--- config.mk ---
export PLATFORM = sky130hd
export DESIGN_NAME = faack_top
export DESIGN_NICKNAME = d
export VERILOG_FILES = /design/src/faack_pkg.sv /design/src/faack_sec_tick.sv /design/src/faack_top.sv
export SDC_FILE = /design/constraint.sdc
export NUM_CORES = 1
export LEC_CHECK = 0
export BUFFER_PORTS_ARGS = -buffer_cell sky130_fd_sc_hd__buf_2
export CORE_MARGIN = 2
export CORE_UTILIZATION = 27
export DETAILED_ROUTE_END_ITERATION = 12
export PLACE_DENSITY_LB_ADDON = 0.05
export SKIP_LAST_GASP = 1
export SLEW_MARGIN = 20
export SYNTH_ARGS = -nofsm -noshare
export SYNTH_HDL_FRONTEND = slang
export SYNTH_HIERARCHICAL = 1
export SYNTH_SLANG_ARGS = --single-unit
--- constraint.sdc ---
create_clock -name clk -period 3.44 [get_ports clk]
set_input_delay 0.172 -clock clk [delete_from_list [all_inputs] [get_ports clk]]
set_output_delay 0.172 -clock clk [all_outputs]
set_load 0.02 [all_outputs]
--- src/faack_pkg.sv ---
// faack_pkg: constants and state types of the fault auto-acknowledge unit.
// assumes one 50 MHz clock; settings arrive stable from parameter storage.
// Overview of operation
// [RQ1] delay setting zero disables auto acknowledge; nonzero is seconds, up to 1000.
// [RQ2] maximum-count setting zero means no limit on automatic acknowledgements.
// [RQ3] nonzero maximum count, up to 500, caps accepted automatic acknowledgements.
// [RQ4] counter clears after error-free running for maximum count times delay seconds.
// [RQ5] an attempt that would exceed the cap raises fault code 22 instead.
// [RQ6] the count-exceeded fault stays latched until power-on reset.
// [RQ7] acknowledgement only accepted once the fault cause has gone away.
// [RQ8] manual source: 0 none, 1-4 digital input rising edge, 5 keypad key.
// [RQ9] delay timer restarts on each new fault; counter adds one per auto acknowledge.
`default_nettype none
package faack_pkg;
  localparam int unsigned FAACK_SEC_NS = 1000000000;
  localparam int unsigned FAACK_CLK_NS = 20;
  localparam int unsigned FAACK_TICK_CYC = FAACK_SEC_NS / FAACK_CLK_NS;
  localparam logic [9:0] FAACK_DLY_MAX = 10'h3e8;
  localparam logic [9:0] FAACK_DLY_DEF = 10'h000;
  localparam logic [8:0] FAACK_CNT_MAX = 9'h1f4;
  localparam logic [8:0] FAACK_CNT_DEF = 9'h005;
  localparam logic [2:0] FAACK_SRC_NONE = 3'h0;
  localparam logic [2:0] FAACK_SRC_KEY = 3'h5;
  localparam logic [7:0] FAACK_CODE_LIMIT = 8'h16;
  localparam logic [7:0] FAACK_CODE_NONE = 8'h00;

  typedef enum logic [1:0] {
    FAACK_ST_IDLE = 2'b00,
    FAACK_ST_WAIT = 2'b01,
    FAACK_ST_LOCK = 2'b10
  } faack_st_e;

  typedef struct packed {
    faack_st_e st;
    logic [9:0] dly;
    logic [18:0] run;
    logic [8:0] cnt;
    logic clr;
    logic auto_ack;
    logic lock;
    logic [7:0] code;
    logic [3:0] din_m;
    logic [3:0] din_s;
    logic [3:0] din_p;
    logic key_m;
    logic key_s;
    logic key_p;
  } faack_state_s;
endpackage
`default_nettype wire

--- src/faack_sec_tick.sv ---
// faack_sec_tick: one-cycle pulse once per second from the system clock.
// assumes the count is the number of clock cycles in one second.
`default_nettype none
module faack_sec_tick #(
  parameter int unsigned TICK_CYC = 50000000
) (
  input wire logic clk, // system clock
  input wire logic rst, // async reset, active high
  output logic tick // one-cycle pulse each second
);
  logic [31:0] cnt_q;
  logic [31:0] cnt_d;
  logic tick_d;

  always_comb begin
    tick_d = (cnt_q == 32'(TICK_CYC - 1));
    cnt_d = tick_d ? 32'h0 : cnt_q + 32'h1;
  end

  always_ff @(posedge clk or posedge rst) begin
    if (rst) begin
      cnt_q <= 32'h0;
      tick <= 1'b0;
    end else begin
      cnt_q <= cnt_d;
      tick <= tick_d;
    end
  end
endmodule
`default_nettype wire

--- src/faack_top.sv ---
// faack_top: automatic and manual fault acknowledgement with a count limit.
// assumes fault status and motor-running come from logic on the same clock;
// digital inputs and the keypad key are pins and are synchronised here.
`default_nettype none
module faack_top
  import faack_pkg::*;
#(
  parameter int unsigned TICK_CYC = FAACK_TICK_CYC
) (
  input wire logic clk, // 50 MHz system clock
  input wire logic rst, // power-on reset, async, active high
  input wire logic fault_event, // pulse: a new fault was detected
  input wire logic fault_pending, // level: a fault awaits acknowledgement
  input wire logic fault_cause_active, // level: the fault condition is still present
  input wire logic motor_running, // level: motor current above 0.2 A
  input wire logic [3:0] din, // digital input pins
  input wire logic ack_key, // keypad acknowledge key pin
  input wire logic [9:0] ack_delay_s, // auto acknowledge delay in seconds, 0 = off
  input wire logic [8:0] ack_max, // auto acknowledge limit, 0 = unlimited
  input wire logic [2:0] ack_src, // manual acknowledge source code
  output logic fault_clear, // pulse: pending fault is acknowledged
  output logic auto_ack, // pulse: the acknowledgement was automatic
  output logic [8:0] ack_count, // automatic acknowledgements made
  output logic lock_fault, // latched count-exceeded fault
  output logic [7:0] fault_code // code of the latched fault, 0 if none
);

  ////////////////////////////////////////////////////////////////////////
  // seconds timebase

  logic sec_tick;

  faack_sec_tick #(
    .TICK_CYC(TICK_CYC)
  ) u_tick (
    .clk(clk),
    .rst(rst),
    .tick(sec_tick)
  );

  ////////////////////////////////////////////////////////////////////////
  // manual source selection

  function automatic logic faack_man_sel(input logic [2:0] src, input logic [3:0] edges,
                                         input logic key_edge);
    logic r;
    r = 1'b0;
    if (src == FAACK_SRC_KEY) begin
      r = key_edge;
    end else if (src != FAACK_SRC_NONE && src < FAACK_SRC_KEY) begin
      r = edges[src[1:0] - 2'h1];
    end
    return r;
  endfunction

  ////////////////////////////////////////////////////////////////////////
  // state

  faack_state_s q;
  faack_state_s d;
  logic [18:0] period;
  logic man_ack;
  logic ack_ok;
  logic dly_done;
  logic over_cap;

  always_comb begin
    d = q;
    d.clr = 1'b0;
    d.auto_ack = 1'b0;
    d.din_m = din;
    d.din_s = q.din_m;
    d.din_p = q.din_s;
    d.key_m = ack_key;
    d.key_s = q.key_m;
    d.key_p = q.key_s;
    // both factors widened before the product: 500 x 1000 needs all 19 bits
    period = 19'(ack_max) * 19'(ack_delay_s); // see [RQ4]
    man_ack = faack_man_sel(ack_src, q.din_s & ~q.din_p, q.key_s & ~q.key_p); // see [RQ8]
    ack_ok = fault_pending && !fault_cause_active; // see [RQ7]
    dly_done = (ack_delay_s != 10'h0) && (q.dly >= ack_delay_s); // see [RQ1]
    over_cap = (ack_max != 9'h0) && (q.cnt >= ack_max); // see [RQ2] [RQ3]
    // error-free run time; any pending fault or a stopped motor restarts it
    if (!motor_running || fault_pending) begin
      d.run = 19'h0;
    end else if (q.run >= period) begin
      d.cnt = 9'h0; // see [RQ4]
      d.run = 19'h0;
    end else if (sec_tick) begin
      d.run = q.run + 19'h1;
    end
    case (q.st)
      FAACK_ST_IDLE: begin
        d.dly = 10'h0;
        if (fault_pending) begin
          d.st = FAACK_ST_WAIT;
        end
      end
      FAACK_ST_WAIT: begin
        if (fault_event) begin
          d.dly = 10'h0; // see [RQ9]
        end else if (sec_tick && q.dly != FAACK_DLY_MAX) begin
          d.dly = q.dly + 10'h1;
        end
        if (!fault_pending) begin
          d.st = FAACK_ST_IDLE;
        end else if (ack_ok && dly_done && !fault_event) begin
          if (over_cap) begin
            // no acknowledge: the limit fault takes over for good
            d.st = FAACK_ST_LOCK; // see [RQ5]
            d.lock = 1'b1;
            d.code = FAACK_CODE_LIMIT;
          end else begin
            d.clr = 1'b1;
            d.auto_ack = 1'b1;
            d.st = FAACK_ST_IDLE;
            if (q.cnt != 9'h1ff) begin
              d.cnt = q.cnt + 9'h1; // see [RQ9]
            end
          end
        end else if (ack_ok && man_ack) begin
          d.clr = 1'b1; // see [RQ8]
          d.st = FAACK_ST_IDLE;
        end
      end
      FAACK_ST_LOCK: begin
        // only power-on reset leaves this state
        d.lock = 1'b1; // see [RQ6]
        d.code = FAACK_CODE_LIMIT;
      end
      default: begin
        d.st = FAACK_ST_IDLE;
      end
    endcase
  end

  always_ff @(posedge clk or posedge rst) begin
    if (rst) begin
      q <= '{st: FAACK_ST_IDLE, code: FAACK_CODE_NONE, default: '0};
    end else begin
      q <= d;
    end
  end

  assign fault_clear = q.clr;
  assign auto_ack = q.auto_ack;
  assign ack_count = q.cnt;
  assign lock_fault = q.lock;
  assign fault_code = q.code;
endmodule
`default_nettype wire

==> impl_metrics.json <==
{
  "grt_pass1_vias": 6809,
  "min_delay_worst_endpoint": "q[64]",
  "ir_worst_vdd_uv": 325,
  "rr_startpoint": "q[56]",
  "worst_hold_path.num_cells": 3,
  "yosys.cell_types.count": 60,
  "die_area_sq_um": 31300,
  "run_status": "complete, but fails checks",
  "drt_drc_violations_left": 0,
  "crit_path_top_cell_by_count": "sky130_fd_sc_hd__buf_4",
  "hold_path_class": "primary input to flop",
  "setup-violations-final": 28,
  "crit_arrival_ps": 5280,
  "gp_congestion": 0.768,
  "critical_path.reg2reg.endpoint": "ack_count[3]",
  "power_density_nw_per_um2": 518,
  "post_synthesis_simple_gate_area_fraction_pct": 20.1,
  "path_max_fanout": 7,
  "synthCells": 865,
  "core_area_sq_um": 29600,
  "final_hold_viol_count": 0,
  "final_min_period_over_clock_period_pct": 146,
  "clock.fmax_mhz": 200,
  "detail_route.wirelength_um": 22700,
  "die_width_um": 177,
  "reg2reg_setup_slack_ps": 650,
  "power.leakage_nw": 4.87,
  "slew-limit-headroom_pct": 39.9,
  "rsz0062_at_grt": "yes",
  "final_nets": 1201,
  "grt_start_max_net_pins": 33,
  "ctsRootBufferMaster": "sky130_fd_sc_hd__clkbuf_16",
  "ys_async_sr_fraction_pct": 100,
  "h-tree-depth": 3,
  "synth_xor_area_share_pct": 6.95,
  "via_count": 6526,
  "die_height_um": 177,
  "floorplan.io_pins": 53,
  "synth_area_per_cell_sq_um": 9.32,
  "top_reg_cell_synth": "sky130_fd_sc_hd__dfrtp_1",
  "avgViaCountPerCell": 4.59,
  "tritoncts": "built",
  "cap_viol_max_count": 0,
  "critPathCaptureType": "flop",
  "clock_path_buffers": 2,
  "most_common_cell_after_layout_fill_and_taps_aside": "sky130_fd_sc_hd__buf_4",
  "path_clk_slew_ps": 70,
  "grt_pass1_wl_um": 37300,
  "synth_top_family_by_area": "adder cells",
  "layout.filler_cells": 3125,
  "crit_path_launch_type": "primary input",
  "antenna_found_initial": 0,
  "muxShareOfSynthArea_pct": 0.372,
  "synth-compound-area-share_pct": 10.4,
  "failed_checks": "setup timing",
  "initial_core_util_pct": 27.3,
  "area_overhead_of_the_layout_relative_to_synthesis_pct": 31.5,
  "number_of_buffers_inserted_by_port_buffering": 47,
  "period_needed_ps": 5010,
  "clkSinkCount": 91,
  "netlist_area_sq_um": 8060,
  "tightest_slew_ps": 901,
  "portion_of_synthesized_cell_area_occupied_by_the_leading_cell_type_pct": 28.2,
  "post_synth_fa_ha_maj_area_fraction_pct": 27.3,
  "commonest_non_fill_non_tap_cells_in_the_layout": "sky130_fd_sc_hd__buf_4, sky130_fd_sc_hd__dfrtp_1, sky130_fd_sc_hd__nor2_1, sky130_fd_sc_hd__inv_1, sky130_fd_sc_hd__ha_1",
  "timing.setup.critical_path_class": "primary input to flop",
  "dr.first_iter.drc_count": 207,
  "number_of_enable_flip_flop_cells_after_synthesis": 0,
  "detail-route-antenna-nets": 0,
  "dp_worst_setup_slack_ps": -1980,
  "seq_area_frac_synth_pct": 28.2,
  "dr.pass1.iters": 5,
  "critical_path.slowest_cell": "sky130_fd_sc_hd__fa_2",
  "routedWlPerCell_um": 16.0,
  "worst-endpoint-required_ps": 3710,
  "slew_viol_final": 0,
  "num_antenna_cells": 0,
  "hold_ws_ps": 102,
  "yosys_warnings": 6,
  "final_cells": 1421,
  "critical_path_cell_list": "clkbuf_4 > nand2_1 > fa_1 > inv_1 > fa_1 > ha_4 > fa_2 > ha_1 > a211o_1 > a2111oi_4 > buf_4 > buf_4 > o31ai_4 > xnor2_1 > ha_1 > a21oi_2 > a21oi_2 > a211oi_2 > buf_4 > o31a_1 > nand2_4 > o31ai_4",
  "fp-row-count": 63,
  "worstRegToRegCells": 7,
  "placedCellCount": 1372,
  "insertion_delay_ps": 360,
  "max_stage_delay_ps": 570,
  "hpwl_um": 18300,
  "fin_worst_skew_ps": 6.24,
  "yosys-top-cells-area": "sky130_fd_sc_hd__dfrtp_1, sky130_fd_sc_hd__fa_1, sky130_fd_sc_hd__ha_1",
  "gr-usage-all-layers_pct": 15.4,
  "hp-start": "fault_pending",
  "cts_buffers": 9,
  "synth-seq-cells": 91,
  "synth_area_leader_cell": "sky130_fd_sc_hd__dfrtp_1",
  "final_layout_size_suffix_gt1_share_pct": 28.7,
  "grt_overflow_total": 0,
  "fin_ws_ps": -1570
}
metal layers:
metal	global-route usage (%)	share of wire, %	vias to the layer above
li1	-	-	3272
met1	23.2	52	3153
met2	23.1	44	83
met3	1.78	2.3	18
met4	4.65	1.6	0
met5	0	0	-
synth_stat cells (4+ instances only):
library cell,number
sky130_fd_sc_hd__a211oi_1,7
sky130_fd_sc_hd__a21o_1,5
sky130_fd_sc_hd__a21oi_1,24
sky130_fd_sc_hd__a31oi_1,4
sky130_fd_sc_hd__and2_1,20
sky130_fd_sc_hd__and3_1,14
sky130_fd_sc_hd__and4_1,4
sky130_fd_sc_hd__buf_4,17
sky130_fd_sc_hd__clkbuf_1,5
sky130_fd_sc_hd__clkinv_1,7
sky130_fd_sc_hd__dfrtp_1,91
sky130_fd_sc_hd__fa_1,57
sky130_fd_sc_hd__ha_1,85
sky130_fd_sc_hd__inv_1,90
sky130_fd_sc_hd__nand2_1,61
sky130_fd_sc_hd__nand2b_1,7
sky130_fd_sc_hd__nand3_1,24
sky130_fd_sc_hd__nand4_1,23
sky130_fd_sc_hd__nand4b_1,5
sky130_fd_sc_hd__nor2_1,100
sky130_fd_sc_hd__nor2b_1,8
sky130_fd_sc_hd__nor3_1,29
sky130_fd_sc_hd__nor4_1,7
sky130_fd_sc_hd__o211ai_1,11
sky130_fd_sc_hd__o21a_1,8
sky130_fd_sc_hd__o21ai_0,23
sky130_fd_sc_hd__o31ai_1,12
sky130_fd_sc_hd__or2_2,4
sky130_fd_sc_hd__or4_1,7
sky130_fd_sc_hd__xnor2_1,30
sky130_fd_sc_hd__xor2_1,34
critical path: cells and delay by family:
| family | cells | cell delay [ps] |
|---|---|---|
| AO/OA/AOI/OAI | 8 | 1640 |
| buffers and inverters | 5 | 710 |
| adder cells (fa/ha/maj) | 6 | 2390 |
| XOR/XNOR | 1 | 130 |
| AND/OR/NAND/NOR | 2 | 240 |
layout make-up:
cell class,count,area [sq um],share of cell area (%)
clock buffers,10,239,2.25
repair buffers,172,1350,12.7
clock inverters,6,96.3,0.908
flip-flops and latches,91,2280,21.5
inverters,97,417,3.93
multi-input cells,655,5740,54.1
well taps,390,488,4.60
how the worst max path moves through the flow:
stage,start,cells after the start,slack [ps],end
after floorplan,ack_delay_s[3],19,-1350,ack_count[2]
after global placement,ack_delay_s[3],22,-1970,ack_count[6]
after detailed placement,ack_delay_s[3],20,-1980,ack_count[5]
after CTS,ack_delay_s[4],21,-1500,ack_count[8]
after global routing,ack_delay_s[6],23,-1800,ack_count[5]
final,ack_max[1],22,-1570,ack_count[6]
where the power goes:
| group | total, mW | switching, mW | internal, mW |
|---|---|---|---|
| sequential | 1.13 | 0.0321 | 1.10 |
| combinational | 3.23 | 1.61 | 1.62 |
| clock | 1.14 | 0.470 | 0.667 |
sequential cells by signal, indices dropped and copies added (netlist names):
signal,count
q,36
u_tick/tick,1
fault_code,1
auto_ack,1
d,10
ack_count,9
u_tick/cnt_q,32
fault_clear,1
stage by stage:
| stage | cell area, sq um | setup TNS, ps | util, % | total power [mW] |
|---|---|---|---|---|
| global route | 10600 | -47140 | 35.9 | 5.98 |
| CTS | 10300 | -38820 | 35.0 | 5.46 |
| finish | 10600 | -40580 | 35.9 | 5.49 |
| global placement | 9600 | -53280 | 32.5 | 4.10 |
| detailed placement | 9600 | -52400 | 32.5 | 4.08 |
| floorplan | 8340 | -35930 | - | 3.12 |
logic make-up after synthesis:
kind of cell	count (synthesis)
xor+xnor	64
compound gates	118
other cells	1
buf+inv	123
flops	91
fa+ha+maj	142
mux	3
simple gates	323
what timing repair did:
item                                    4_1_cts  5_1_grt
hold endpoints to repair                     31        0
pin swaps                                    34       24
gates cloned                                  0        2
buffers inserted                             22        4
hold buffers                                  6        0
endpoints found under the setup margin       28       28
gates resized for setup                      57       40
No activity file was read; power rests on OpenSTA's default activity.
